### src/design/mpt_pkg.sv
// Constants and types shared by the PWM time base and control block.
package mpt_pkg;

  localparam int CNT_W = 12;

  // ---------------------------------------------------------------
  // Register byte offsets
  // ---------------------------------------------------------------
  localparam logic [7:0] OFS_CTRL_A = 8'h00;
  localparam logic [7:0] OFS_CTRL_B = 8'h04;
  localparam logic [7:0] OFS_PINMODE = 8'h08;
  localparam logic [7:0] OFS_TRIG = 8'h0c;
  localparam logic [7:0] OFS_COUNTER = 8'h10;
  localparam logic [7:0] OFS_PERIOD = 8'h14;

  // ---------------------------------------------------------------
  // Field positions
  // ---------------------------------------------------------------
  localparam int A_OPS_LSB = 4;
  localparam int A_CKPS_LSB = 2;
  localparam int A_MOD_LSB = 0;
  localparam int B_RUN_BIT = 7;
  localparam int B_DIR_BIT = 6;
  localparam int P_EN_LSB = 4;
  localparam int T_SOPS_LSB = 4;
  localparam int T_SDIR_BIT = 3;
  localparam int T_BUFFER_UPDATE_BLOCK_BIT = 1;
  localparam int T_OVERRIDE_SYNC_SEL_BIT = 0;

  // ---------------------------------------------------------------
  // Mode codes and reset values
  // ---------------------------------------------------------------
  localparam logic [1:0] MODE_FREE = 2'h0;
  localparam logic [1:0] MODE_SINGLE = 2'h1;
  localparam logic [1:0] MODE_UPDN = 2'h2;
  localparam logic [1:0] MODE_DOUBLE = 2'h3;
  localparam logic [7:0] CTRL_RST = 8'h00;
  localparam logic [3:0] NIB_RST = 4'h0;
  localparam logic [CNT_W-1:0] PERIOD_RST = 12'h000;
  localparam logic [2:0] PIN_EN_CFG_SET = 3'h7;
  localparam logic [2:0] PIN_EN_CFG_CLR = 3'h0;

  // ---------------------------------------------------------------
  // Prescaler terminal counts in core clocks (oscillator / n - 1)
  // ---------------------------------------------------------------
  localparam logic [7:0] PRE_LIM_4 = 8'h03;
  localparam logic [7:0] PRE_LIM_16 = 8'h0f;
  localparam logic [7:0] PRE_LIM_64 = 8'h3f;
  localparam logic [7:0] PRE_LIM_256 = 8'hff;

  // ---------------------------------------------------------------
  // Pin enable masks
  // ---------------------------------------------------------------
  localparam logic [7:0] PINS_NONE = 8'h00;
  localparam logic [7:0] PINS_1 = 8'h02;
  localparam logic [7:0] PINS_0_1 = 8'h03;
  localparam logic [7:0] PINS_0_3 = 8'h0f;
  localparam logic [7:0] PINS_0_5 = 8'h3f;
  localparam logic [7:0] PINS_ALL = 8'hff;
  localparam logic [7:0] PINS_1_3 = 8'h0a;
  localparam logic [7:0] PINS_ODD = 8'haa;

  typedef enum logic {DIR_UP, DIR_DOWN} mpt_dir_t;

endpackage

### src/design/mpt_timebase.sv
// PWM time base counter, postscalers and control register set.
`timescale 1ns/1ps
module mpt_timebase
  import mpt_pkg::*;
#(
  parameter bit SMALL_VARIANT = 1'b0
) (
  input wire logic core_clk_i,
  input wire logic sys_rst_i,
  input wire logic wb_cyc_i,
  input wire logic wb_stb_i,
  input wire logic wb_we_i,
  input wire logic [7:0] wb_adr_i,
  input wire logic [3:0] wb_sel_i,
  input wire logic [31:0] wb_dat_i,
  output logic [31:0] wb_dat_o,
  output logic wb_ack_o,
  input wire logic pin_default_cfg_i,
  input wire logic sev_match_i,
  input wire logic override_change_i,
  output logic [CNT_W-1:0] timebase_counter_o,
  output logic count_down_flag_o,
  output logic center_aligned_o,
  output logic tb_event_o,
  output logic sev_trig_o,
  output logic update_enable_o,
  output logic override_apply_o,
  output logic [7:0] pin_enable_o,
  output logic [3:0] pair_indep_o
);

  // ---------------------------------------------------------------
  // State
  // ---------------------------------------------------------------
  logic ack_q;
  logic [31:0] dat_q;
  logic [7:0] ctrl_a_q;
  logic run_q;
  mpt_dir_t dir_q;
  logic [2:0] pin_en_q;
  logic [3:0] pair_mode_bits_q;
  logic [3:0] sops_q;
  logic sdir_q;
  logic buffer_update_block_q;
  logic override_sync_sel_q;
  logic [CNT_W-1:0] cnt_q;
  logic [CNT_W-1:0] per_buf_q;
  logic [CNT_W-1:0] per_act_q;
  logic [3:0] post_q;
  logic [3:0] sev_cnt_q;
  logic tb_ev_q;
  logic sev_q;
  logic ovr_pend_q;
  logic ovr_q;
  logic strap_done_q;
  logic [7:0] pins_q;

  // ---------------------------------------------------------------
  // Bus decode
  // ---------------------------------------------------------------
  logic req, wr_go, cnt_wr, presc_clr;
  logic hit_a, hit_b, hit_p, hit_t, hit_c, hit_r;
  logic wr_a, wr_b, wr_p, wr_t, wr_c_lo, wr_c_hi, wr_r_lo, wr_r_hi;
  logic [31:0] rd_mux;

  assign req = wb_cyc_i & wb_stb_i;
  assign wr_go = req & wb_we_i & ack_q;
  assign hit_a = (wb_adr_i == OFS_CTRL_A);
  assign hit_b = (wb_adr_i == OFS_CTRL_B);
  assign hit_p = (wb_adr_i == OFS_PINMODE);
  assign hit_t = (wb_adr_i == OFS_TRIG);
  assign hit_c = (wb_adr_i == OFS_COUNTER);
  assign hit_r = (wb_adr_i == OFS_PERIOD);
  assign wr_a = wr_go & hit_a & wb_sel_i[0];
  assign wr_b = wr_go & hit_b & wb_sel_i[0];
  assign wr_p = wr_go & hit_p & wb_sel_i[0];
  assign wr_t = wr_go & hit_t & wb_sel_i[0];
  assign wr_c_lo = wr_go & hit_c & wb_sel_i[0];
  assign wr_c_hi = wr_go & hit_c & wb_sel_i[1];
  assign wr_r_lo = wr_go & hit_r & wb_sel_i[0];
  assign wr_r_hi = wr_go & hit_r & wb_sel_i[1];
  assign cnt_wr = wr_c_lo | wr_c_hi;
  assign presc_clr = cnt_wr | wr_a | wr_b;

  assign rd_mux = hit_a ? {24'h000000, ctrl_a_q} :
                  hit_b ? {24'h000000, run_q, dir_q == DIR_DOWN,
                           6'h00} :
                  hit_p ? {24'h000000, 1'b0, pin_en_q, pair_mode_bits_q} :
                  hit_t ? {24'h000000, sops_q, sdir_q, 1'b0, buffer_update_block_q,
                           override_sync_sel_q} :
                  hit_c ? {20'h00000, cnt_q} :
                  hit_r ? {20'h00000, per_buf_q} : 32'h00000000;

  // ---------------------------------------------------------------
  // Field views
  // ---------------------------------------------------------------
  logic [1:0] mode;
  logic [1:0] ckps;
  logic [3:0] ops;
  logic edge_mode;

  assign mode = ctrl_a_q[A_MOD_LSB +: 2];
  assign ckps = ctrl_a_q[A_CKPS_LSB +: 2];
  assign ops = ctrl_a_q[A_OPS_LSB +: 4];
  assign edge_mode = ~mode[1];

  // ---------------------------------------------------------------
  // Counter sequencing
  // ---------------------------------------------------------------
  logic tick, adv, at_top, at_zero, going_up, match_ev, zero_ev, per_load;
  logic [CNT_W-1:0] cnt_step, cnt_d;
  mpt_dir_t dir_d;

  mpt_prescaler u_presc (
    .core_clk_i(core_clk_i),
    .sys_rst_i(sys_rst_i),
    .clr_i(presc_clr),
    .sel_i(ckps),
    .tick_o(tick)
  );

  assign adv = run_q & tick;
  assign at_top = (cnt_q == per_act_q);
  assign at_zero = (cnt_q == '0);
  assign going_up = (dir_q == DIR_UP);
  assign match_ev = adv & at_top & going_up;
  assign zero_ev = adv & at_zero & ~going_up & ~edge_mode;

  assign cnt_step = edge_mode ? (at_top ? '0 : cnt_q + 1'b1) :
                    going_up ? (at_top ? (at_zero ? cnt_q : cnt_q - 1'b1)
                                       : cnt_q + 1'b1) :
                    (at_zero ? (at_top ? cnt_q : cnt_q + 1'b1)
                             : cnt_q - 1'b1);
  assign cnt_d = adv ? cnt_step : cnt_q;

  assign dir_d = edge_mode ? DIR_UP :
                 (going_up & adv & at_top) ? DIR_DOWN :
                 (~going_up & adv & at_zero) ? DIR_UP : dir_q;

  assign per_load = ~buffer_update_block_q & (~run_q | (edge_mode & match_ev) |
                    (~edge_mode & adv & at_zero));

  // ---------------------------------------------------------------
  // Postscalers and events
  // ---------------------------------------------------------------
  logic tb_src, post_hit, tb_ev_d, sev_qual, sev_hit, boundary, ovr_now;
  logic ovr_pend_d;

  assign tb_src = (mode == MODE_FREE) ? match_ev :
                  (mode == MODE_UPDN) ? zero_ev :
                  (mode == MODE_DOUBLE) ? (zero_ev | match_ev) : 1'b0;
  assign post_hit = tb_src & (post_q == ops);
  assign tb_ev_d = (mode == MODE_SINGLE) ? match_ev : post_hit;

  assign sev_qual = sev_match_i & ((dir_q == DIR_DOWN) == sdir_q);
  assign sev_hit = sev_qual & (sev_cnt_q == sops_q);

  assign boundary = adv & (edge_mode ? at_top : (at_zero & ~going_up));
  assign ovr_now = override_sync_sel_q ? (ovr_pend_q & boundary) :
                   (override_change_i | ovr_pend_q);
  assign ovr_pend_d = override_sync_sel_q & (override_change_i |
                                 (ovr_pend_q & ~ovr_now));

  // ---------------------------------------------------------------
  // Pin enable decode
  // ---------------------------------------------------------------
  logic [7:0] pins_dec;
  logic [7:0] pins_avail;

  assign pins_dec = (pin_en_q == 3'h0) ? PINS_NONE :
                    (pin_en_q == 3'h1) ? PINS_1 :
                    (pin_en_q == 3'h2) ? PINS_0_1 :
                    (pin_en_q == 3'h3) ? PINS_0_3 :
                    (pin_en_q == 3'h4) ? PINS_0_5 :
                    (pin_en_q == 3'h5) ? PINS_ALL :
                    (pin_en_q == 3'h6) ? PINS_1_3 : PINS_ODD;
  assign pins_avail = SMALL_VARIANT ? PINS_0_5 : PINS_ALL;

  genvar gi;
  generate
    for (gi = 0; gi < 4; gi++) begin : g_pair
      localparam bit PRESENT = !(SMALL_VARIANT && gi == 3);
      assign pair_indep_o[gi] = pair_mode_bits_q[gi] & PRESENT;
    end
  endgenerate

  // ---------------------------------------------------------------
  // Registers
  // ---------------------------------------------------------------
  always_ff @(posedge core_clk_i or posedge sys_rst_i) begin
    if (sys_rst_i) begin
      ack_q <= 1'b0;
      dat_q <= 32'h00000000;
    end else begin
      ack_q <= req & ~ack_q;
      dat_q <= (req & ~ack_q) ? rd_mux : dat_q;
    end
  end

  always_ff @(posedge core_clk_i or posedge sys_rst_i) begin
    if (sys_rst_i) begin
      ctrl_a_q <= CTRL_RST;
      sops_q <= NIB_RST;
      sdir_q <= 1'b0;
      buffer_update_block_q <= 1'b0;
      override_sync_sel_q <= 1'b0;
      pair_mode_bits_q <= NIB_RST;
    end else begin
      if (wr_a) begin
        ctrl_a_q <= wb_dat_i[7:0];
      end
      if (wr_t) begin
        sops_q <= wb_dat_i[T_SOPS_LSB +: 4];
        sdir_q <= wb_dat_i[T_SDIR_BIT];
        buffer_update_block_q <= wb_dat_i[T_BUFFER_UPDATE_BLOCK_BIT];
        override_sync_sel_q <= wb_dat_i[T_OVERRIDE_SYNC_SEL_BIT];
      end
      if (wr_p) begin
        pair_mode_bits_q <= wb_dat_i[3:0] & {~SMALL_VARIANT, 3'h7};
      end
    end
  end

  always_ff @(posedge core_clk_i or posedge sys_rst_i) begin
    if (sys_rst_i) begin
      strap_done_q <= 1'b0;
      pin_en_q <= PIN_EN_CFG_CLR;
      pins_q <= PINS_NONE;
    end else begin
      strap_done_q <= 1'b1;
      if (wr_p) begin
        pin_en_q <= wb_dat_i[P_EN_LSB +: 3];
      end else if (!strap_done_q) begin
        pin_en_q <= pin_default_cfg_i ? PIN_EN_CFG_SET
                                      : PIN_EN_CFG_CLR;
      end
      pins_q <= pins_dec & pins_avail;
    end
  end

  always_ff @(posedge core_clk_i or posedge sys_rst_i) begin
    if (sys_rst_i) begin
      run_q <= 1'b0;
      dir_q <= DIR_UP;
      cnt_q <= '0;
    end else begin
      if (wr_b) begin
        run_q <= wb_dat_i[B_RUN_BIT];
      end else if (mode == MODE_SINGLE && match_ev) begin
        run_q <= 1'b0;
      end
      dir_q <= dir_d;
      cnt_q <= cnt_d;
      if (wr_c_lo) begin
        cnt_q[7:0] <= wb_dat_i[7:0];
      end
      if (wr_c_hi) begin
        cnt_q[CNT_W-1:8] <= wb_dat_i[CNT_W-1:8];
      end
    end
  end

  always_ff @(posedge core_clk_i or posedge sys_rst_i) begin
    if (sys_rst_i) begin
      per_buf_q <= PERIOD_RST;
      per_act_q <= PERIOD_RST;
    end else begin
      if (wr_r_lo) begin
        per_buf_q[7:0] <= wb_dat_i[7:0];
      end
      if (wr_r_hi) begin
        per_buf_q[CNT_W-1:8] <= wb_dat_i[CNT_W-1:8];
      end
      if (per_load) begin
        per_act_q <= per_buf_q;
      end
    end
  end

  always_ff @(posedge core_clk_i or posedge sys_rst_i) begin
    if (sys_rst_i) begin
      post_q <= NIB_RST;
      sev_cnt_q <= NIB_RST;
      tb_ev_q <= 1'b0;
      sev_q <= 1'b0;
      ovr_pend_q <= 1'b0;
      ovr_q <= 1'b0;
    end else begin
      if (presc_clr) begin
        post_q <= NIB_RST;
      end else if (tb_src) begin
        post_q <= post_hit ? NIB_RST : post_q + 4'h1;
      end
      if (wr_t) begin
        sev_cnt_q <= NIB_RST;
      end else if (sev_qual) begin
        sev_cnt_q <= sev_hit ? NIB_RST : sev_cnt_q + 4'h1;
      end
      tb_ev_q <= tb_ev_d;
      sev_q <= sev_hit;
      ovr_pend_q <= ovr_pend_d;
      ovr_q <= ovr_now;
    end
  end

  // ---------------------------------------------------------------
  // Outputs
  // ---------------------------------------------------------------
  assign wb_ack_o = ack_q;
  assign wb_dat_o = dat_q;
  assign timebase_counter_o = cnt_q;
  assign count_down_flag_o = (dir_q == DIR_DOWN);
  assign center_aligned_o = mode[1];
  assign tb_event_o = tb_ev_q;
  assign sev_trig_o = sev_q;
  assign update_enable_o = ~buffer_update_block_q;
  assign override_apply_o = ovr_q;
  assign pin_enable_o = pins_q;
endmodule

### src/design/mpt_prescaler.sv
// Input clock prescaler producing a one-cycle time base tick.
`timescale 1ns/1ps
module mpt_prescaler
  import mpt_pkg::*;
(
  input wire logic core_clk_i,
  input wire logic sys_rst_i,
  input wire logic clr_i,
  input wire logic [1:0] sel_i,
  output logic tick_o
);

  logic [7:0] cnt_q;
  logic [7:0] cnt_d;
  logic [7:0] lim;

  assign lim = (sel_i == 2'h0) ? PRE_LIM_4 :
               (sel_i == 2'h1) ? PRE_LIM_16 :
               (sel_i == 2'h2) ? PRE_LIM_64 : PRE_LIM_256;
  assign tick_o = ~clr_i & (cnt_q == lim);
  assign cnt_d = (clr_i | tick_o) ? 8'h00 : cnt_q + 8'h01;

  always_ff @(posedge core_clk_i or posedge sys_rst_i) begin
    if (sys_rst_i) begin
      cnt_q <= 8'h00;
    end else begin
      cnt_q <= cnt_d;
    end
  end

endmodule

### config.mk
export PLATFORM = sky130hd
export DESIGN_NAME = mpt_timebase
export DESIGN_NICKNAME = d
export VERILOG_FILES = /design/src/design/mpt_pkg.sv /design/src/design/mpt_timebase.sv /design/src/design/mpt_prescaler.sv
export SDC_FILE = /design/constraint.sdc
export NUM_CORES = 1
export LEC_CHECK = 0
export BUFFER_PORTS_ARGS = -buffer_cell sky130_fd_sc_hd__buf_2
export CORE_ASPECT_RATIO = 1.4
export CORE_MARGIN = 2
export CORE_UTILIZATION = 55
export CTS_CLUSTER_DIAMETER = 60
export CTS_CLUSTER_SIZE = 20
export DETAILED_ROUTE_END_ITERATION = 10
export PLACE_DENSITY = 0.87
export SETUP_SLACK_MARGIN = 0.4
export SLEW_MARGIN = 20
export SYNTH_ARGS = -nofsm -noshare
export SYNTH_HDL_FRONTEND = slang
export SYNTH_SLANG_ARGS = --single-unit
### constraint.sdc
create_clock -name core_clk_i -period 10.2 [get_ports core_clk_i]
set_input_delay 2.04 -clock core_clk_i [delete_from_list [all_inputs] [get_ports core_clk_i]]
set_output_delay 2.04 -clock core_clk_i [all_outputs]
set_load 0.02 [all_outputs]
### Word-level counts from Yosys, hierarchy flattened

Cells that the tools add are included.

| storage, ports and cells | value |
|---|---|
| flip-flop bits (word level) | 122 |
| logic and storage cells | 172 |

| operators by class | value |
|---|---|
| add/sub/neg operators | 5 |
| eq/ne operators | 25 |
| mux-type cells | 47 |
| bitwise logic cells | 57 |
| reduce and logical (&&, ||, !) cells | 13 |

Operators with widths:

| kind | count |
|---|---|
| 12-bit two-way mux | 14 |
| 8-bit two-way mux | 12 |
| 1-bit AND | 41 |
| 4-bit two-way mux | 7 |
| 8-bit by 4-bit == test with 1-bit output (second input constant) | 2 |
| 8-bit by 5-bit == test with 1-bit output (second input constant) | 2 |
| 12-bit by 1-bit adder with 12-bit output (second input constant) | 1 |
| 12-bit == test | 1 |
| 12-bit zero test | 1 |
| 12-bit by 1-bit subtractor with 12-bit output (second input constant) | 1 |
| 1-bit two-way mux | 11 |
| 2-bit nonzero test | 5 |
| 3-bit == test (second input constant) | 3 |
| 3-bit two-way mux | 3 |
| 1-bit OR | 9 |
| 4-bit by 1-bit adder with 4-bit output (second input constant) | 2 |
| 8-bit by 1-bit adder with 8-bit output (second input constant) | 1 |
| 4-bit == test | 2 |
| 8-bit by 3-bit == test with 1-bit output (second input constant) | 1 |
| 8-bit == test | 1 |
| 8-bit zero test | 1 |
| 4-bit inequality test (second input constant) | 2 |
| 1-bit NOT | 7 |
| 2-bit == test (second input constant) | 3 |
| 10 further kinds | 14 |

### Longest topological paths before layout

| logic depth | value |
|---|---|
| depth after elaboration | 22 |
| gate-level depth with buffers | 9 |
| gate-level depth less buffers | 8 |

### Hierarchy

A second synthesis with hierarchy kept.

| second synthesis, totals | value |
|---|---|
| cells, all modules | 640 |
| area total of the unflattened synthesis | 6050.8 µm² |

Modules (own cells, without submodules):

| module | times used | cells an instance | area each (µm²) | seq. area each (µm²) |
|---|---|---|---|---|
| mpt_timebase | 1 | 596 | 5609.1 | 2352.3 |
| mpt_prescaler | 1 | 44 | 441.7 | 200.2 |

### Worst setup path before layout

Ideal clock, no wire load.

| path | value |
|---|---|
| kind | input-to-reg |
| start | input port wb_adr_i[5] |
| end | register cnt_q[2] (netlist: timebase_counter_o[2]) |
| library setup time | 0.126 ns |
| data arrival time | 3.619 ns |
| setup slack | 6.454 ns |
| cell stages on the path | 7 |
| cell sequence | nor4b_1 > and2_1 > clkbuf_1 > nor2b_1 > nor2_1 > a221oi_1 > o21ai_1 |

| between the ends | value |
|---|---|
| word-level cells in the longest chain between the ends | 11 |

Ends and longest elaborated chain:

| item | RTL line | RTL |
|---|---|---|
| start: declaration | mpt_timebase.sv:13 | `input wire logic [7:0] wb_adr_i,` |
| 8-bit by 5-bit == test with 1-bit output | mpt_timebase.sv:72 | `assign hit_c = (wb_adr_i == OFS_COUNTER);` |
| 1-bit AND | mpt_timebase.sv:78, mpt_timebase.sv:79 |  |
| 1-bit AND, on equally long branches | mpt_timebase.sv:78, mpt_timebase.sv:79 |  |
| 1-bit OR | mpt_timebase.sv:82 | `assign cnt_wr = wr_c_lo \| wr_c_hi;` |
| 1-bit OR (2 in series) | mpt_timebase.sv:83 | `assign presc_clr = cnt_wr \| wr_a \| wr_b;` |
| 1-bit NOT | mpt_prescaler.sv:20 | `assign tick_o = ~clr_i & (cnt_q == lim);` |
| 1-bit AND | mpt_prescaler.sv:20 |  |
| 1-bit AND | mpt_timebase.sv:122 | `assign adv = run_q & tick;` |
| 2-bit nonzero test (no source line) | -- |  |
| 2-bit AND reduction (no source line) | -- |  |
| end signal: assignment | mpt_timebase.sv:253 | `cnt_q <= cnt_d;` |
| end signal: assignment | mpt_timebase.sv:255 | `cnt_q[7:0] <= wb_dat_i[7:0];` |
| end signal: indexed assignment | mpt_timebase.sv:258 | `cnt_q[CNT_W-1:8] <= wb_dat_i[CNT_W-1:8];` |
| end: declaration | mpt_timebase.sv:46 | `logic [CNT_W-1:0] cnt_q;` |

Several ways; a longest one is shown, not always the timed one.
A chain may end at the register's enable or synchronous reset.

### Worst setup path in the final report

| path | value |
|---|---|
| start | input port wb_cyc_i |
| end | register per_act_q[11] |

| between the ends | value |
|---|---|
| word-level cells in the longest chain between the ends | 17 |

Ends and longest elaborated chain:

| item | RTL line | RTL |
|---|---|---|
| start: declaration | mpt_timebase.sv:10 | `input wire logic wb_cyc_i,` |
| 1-bit AND * | mpt_timebase.sv:66 | `assign req = wb_cyc_i & wb_stb_i;` |
| 1-bit AND * (2 in series) | mpt_timebase.sv:67 | `assign wr_go = req & wb_we_i & ack_q;` |
| 1-bit AND | mpt_timebase.sv:78, mpt_timebase.sv:79 |  |
| 1-bit AND, on equally long branches | mpt_timebase.sv:78, mpt_timebase.sv:79 |  |
| 1-bit OR | mpt_timebase.sv:82 |  |
| 1-bit OR | mpt_timebase.sv:83 |  |
| 1-bit OR * | mpt_timebase.sv:83 |  |
| 1-bit NOT * | mpt_prescaler.sv:20 |  |
| 1-bit AND * | mpt_prescaler.sv:20 |  |
| 1-bit AND * | mpt_timebase.sv:122 |  |
| 1-bit AND (2 in series) | mpt_timebase.sv:126 | `assign match_ev = adv & at_top & going_up;` |
| 1-bit AND | mpt_timebase.sv:140 | `assign per_load = ~buffer_update_block_q & (~run_q \| (edge_mode & match_ev) \|` |
| 1-bit OR | mpt_timebase.sv:140 |  |
| 1-bit OR * | mpt_timebase.sv:140 |  |
| 1-bit AND * | mpt_timebase.sv:140 |  |
| end signal: assignment | mpt_timebase.sv:275 | `per_act_q <= per_buf_q;` |
| end: declaration | mpt_timebase.sv:48 | `logic [CNT_W-1:0] per_act_q;` |

Mark *: on every way between the ends. The rest lies on a longest branch, timed or not.

==> impl_summary.md <==
Clock tree
Clock tree synthesis found a total of between 100 and 150 sinks. The number of buffers created by CTS is 9. The root buffer cell chosen for the clock tree is sky130_fd_sc_hd__clkbuf_16. The clock transition at the registers of the reported paths is about 0.08 ns. The maximum level of the CTS H-tree is 3. Clock latency on the worst-skew pair, taken at its later pin, is between 0.3 and 0.4 ns. The clock tree from TritonCTS is yes. The quantity of gates resized following cts is 0.

In this run the post-CTS setup repair buffer count came out at 0. The number of buffers between clock root and the deepest sink is 2. Buffers inserted to repair hold after CTS numbered 0.

STA
The setup TNS is 0 ns. The clock period minus worst slack is between 4 and 5 ns. The number of failing setup endpoints in the final timing report is 0.

Setup repair after global routing left no endpoint under its margin. The final count of pins violating max slew was 0. Timing would allow up to approximately 250 MHz. The clock arrives with roughly 0.009 ns of skew.

The actual transition at the worst max-transition pin is between 0.8 and 0.9 ns. In this run the tightest slew margin relative to its limit is 0.4140. The final worst-path cycle share is 0.3966. The number of endpoints with negative hold slack in the final report was 0.

Yosys
The async set-or-reset flop fraction in the synthesized netlist is 1.000. The portion of synthesized cell area occupied by the leading cell type is 0.4308. Counting flops with a built-in enable in the synthesized netlist gives 0. The most frequently used flop master after synthesis is sky130_fd_sc_hd__dfrtp_1. Ranked by instance count, the synthesized netlist is headed by 102 x sky130_fd_sc_hd__dfrtp_1, 46 x sky130_fd_sc_hd__nand2_1, 46 x sky130_fd_sc_hd__nor2_1. Summed over all instances, the cell type with the most area after synthesis is sky130_fd_sc_hd__dfrtp_1. The most frequent cell after synthesis is sky130_fd_sc_hd__dfrtp_1.

In this run the cell area of the synthesized design comes to slightly below 0.006 mm². The synthesized design contains about 100 register bits. The number of library cell types mapped by synthesis is 69.

The mean instance size in the synthesized netlist is around 9.6 µm². The cell count after synthesis is a little over 600. By area the synthesized netlist is led by sky130_fd_sc_hd__dfrtp_1 43%, sky130_fd_sc_hd__mux2_2 6.3%, sky130_fd_sc_hd__xnor2_1 5.2%. Of the synthesized area, sequential elements account for 0.4308. The warning count from the yosys run is 0.

Cells and area
The fill cell total of the finished layout is about 850. The number of nets at the end of the flow is 718. In the final layout, the share of cells above drive strength 1 is 0.2093.

Relative to the synthesized area, the layout overhead comes to 10.33%. The number of antenna diodes in the final layout is 0. With fillers left out, the area of the finished cells amounts to around 0.0065 mm².

Pwr
Of the total power, the share spent switching nets is 0.2632. The net switching power figure is ~0.00023 W. The design draws a little under 0.0009 W.

The analysis attributes to cell leakage a power of a little under 3 nW. Internal power comes to between 0.0006 and 0.0007 W. The power share of the combinational group is 0.100.

The ratio of total power to cell area is between 100 and 150 mW/mm². The worst-case vdd ir drop is roughly 0.00011 V. The share of total power dissipated in the clock network is 0.402. The sequential group share of total power is 0.498.

Placed design
The placer's final routability congestion estimate is 0.9994. Buffers placed on the I/O ports in this run total 72. The cell area after placement is 0.006231 mm². The half-perimeter wire length after placement is roughly 11000 µm.

Global route
The global-route usage over all layers is 0.2654. The number of global-route vias before repair is 4934. The first global-routing pass estimated 24450 µm of wire.

The total global routing overflow is 0. Entering global routing, the biggest net connects between 70 and 80 pins. The number of antenna violations at the first check in global routing is 0.

Routing
For this block, the initial DRC count from the detailed router was 490. In this run the remaining antenna-violating nets after routing total 0. The routed length per instance is 18.74 µm. The via density per instance is 6.216. The routed layout has 4985 vias. The number of iterations in the first detailed-routing pass is 5. The number of DRC violations after detailed routing is 0. The total wire length is roughly 15000 µm.

Critical path
The total buffers and inverters traversed by the critical path is 1. Following the worst setup path forward leads to its endpoint at per_act_q[11]$_DFFE_PP0P_. The signal on the critical path passes through buf_2 > and4_1 > nand4_1 > o211a_1 > o21ai_1 > a21oi_2 > mux2_2.

STA puts the critical path data arrival time at about 4.3 ns. Among all stages on the critical path, the largest delay is contributed by sky130_fd_sc_hd__a21oi_2. At the worst endpoint, the required time is approximately 10 ns.

The path type of the worst setup path is in2reg. Of all nets on the critical path, the largest fanout is 12. Setup slack on the worst reg-to-reg path comes out at slightly above 7 ns. The origin of the critical flop-to-flop path is ctrl_a_q[1]$_DFFE_PP0P_.

The type of element launching the critical path is an input port. The cell count of the worst reg-to-reg path is 5. The maximum cell stage delay along the critical path is approximately 0.60 ns.

In this run the critical register-to-register path is captured at per_act_q[11]$_DFFE_PP0P_. The kind of cell with the highest combined delay on the critical path is compound AO/OA/AOI/OAI gates. STA classifies the critical path endpoint as a flip-flop. The path length in cells of the critical path is 7. In this run the worst setup path begins at wb_cyc_i.

Status
The flow ran to the end, and the final reports show no timing, DRC or antenna violations.

Floorplan
From bottom edge to top edge, the die measures ~130 µm. For this configuration, the core starts out at a cell density of 0.5664. The full die area is ~0.012 mm².

In this run the core area contains 44 standard-cell rows. The core outline area is between 0.01 and 0.015 mm². The top-level I/O count is about 120. In this run the horizontal extent of the chip is roughly 92 µm.

Run
The tool flagged a number of max-cap violations equal to 0.

Min path
The min-delay analysis places its worst path in the category reg2reg.
## power by group through the flow
| stage | sequential [W] | clock [W] | combinational, W |
|---|---|---|---|
| detailed placement | 0.000443 | 0 | 0.0000874 |
| global placement | 0.000441 | 0 | 0.0000834 |
| global route | 0.000437 | 0.000375 | 0.0000978 |
| finish | 0.000436 | 0.000352 | 0.0000872 |
| floorplan | 0.000448 | 0 | 0.0000569 |
| CTS | 0.000435 | 0.000357 | 0.0000880 |
## cells by family after synthesis
kind of cell | share of synthesized area
multiplexers | 0.09863
flip-flops | 0.4308
AO/OA/AOI/OAI | 0.1423
AND/OR/NAND/NOR | 0.1848
XOR/XNOR | 0.06800
buffers and inverters | 0.06146
other | 0.001268
adder cells (fa/ha/maj) | 0.01267
## worst register-to-register path, cell delays in order (launching register included)
cell,delay (ns)
sky130_fd_sc_hd__dfrtp_1,0.80
sky130_fd_sc_hd__clkinv_1,0.52
sky130_fd_sc_hd__nor4_2,0.53
sky130_fd_sc_hd__o21ai_1,0.15
sky130_fd_sc_hd__a21oi_2,0.60
sky130_fd_sc_hd__mux2_2,0.41
## state kept, by name, summed over array words and instances (netlist names), 8 cells and up
| name | flops |
|---|---|
| ctrl_a_q | 8 |
| per_act_q | 12 |
| per_buf_q | 12 |
| pin_enable_o | 8 |
| timebase_counter_o | 12 |
| u_presc.cnt_q | 8 |
| wb_dat_o | 12 |
## final cells by class
class	instances	area, µm²	area share
Inverter	11	43.79	0.006700
Timing Repair Buffer	75	382.9	0.05858
Clock buffer	9	225.2	0.03446
Tap cell	138	172.7	0.02642
Multi-Input combinational cell	461	3079	0.4711
Clock inverter	6	80.08	0.01225
Sequential cell	102	2552	0.3905
## per-stage QoR
step	hold WS [ns]	util	instances	setup slack (ns)
detailed placement	0.4687	0.5957	787	5.839
finish	0.4803	0.6249	802	6.154
floorplan	0.4473	-	633	5.485
global route	0.5068	0.6249	802	6.056
global placement	0.4592	0.5957	787	5.883
CTS	0.4856	0.6249	802	6.186
## worst min path at each step
stage	startpoint	end	slack [ns]	depth (start not counted)
floorplan	u_presc.cnt_q[0]$_DFF_PP0_	u_presc.cnt_q[0]$_DFF_PP0_	0.45	1
CTS	wb_dat_o[10]$_DFFE_PP0P_	wb_dat_o[10]$_DFFE_PP0P_	0.49	2
global route	u_presc.cnt_q[0]$_DFF_PP0_	u_presc.cnt_q[0]$_DFF_PP0_	0.51	1
finish	wb_dat_o[10]$_DFFE_PP0P_	wb_dat_o[10]$_DFFE_PP0P_	0.48	2
detailed placement	wb_dat_o[10]$_DFFE_PP0P_	wb_dat_o[10]$_DFFE_PP0P_	0.47	2
global placement	wb_dat_o[10]$_DFFE_PP0P_	wb_dat_o[10]$_DFFE_PP0P_	0.46	2
## per-layer routing
metal,track usage,vias to the layer above,part of all wire
met4,0.1659,0,0.054
met3,0.04394,52,0.061
met5,0,-,0
met1,0.3220,2440,0.39
met2,0.4394,243,0.49
li1,-,2250,-
## cell usage in the layout (no fill, tap or decap), drive strengths merged, types with 8 or more instances in the layout
cell type  Yosys  final
dfrtp        102    102
buf           32     75
nor2          47     47
nand2         46     46
mux2          43     43
xnor2         35     35
a21oi         32     32
o21ai         30     30
conb           2     21
nor3          19     19
nand3         17     17
nand4         14     14
a22oi         12     12
inv            9     12
xor2          11     11
and2          10     10
mux2i         10     10
and3           9      9
a31oi          9      9
clkbuf        27      9
nor4           9      9
o31ai          8      8
nor2b          8      8
No activity file was read; power rests on OpenSTA's default activity.
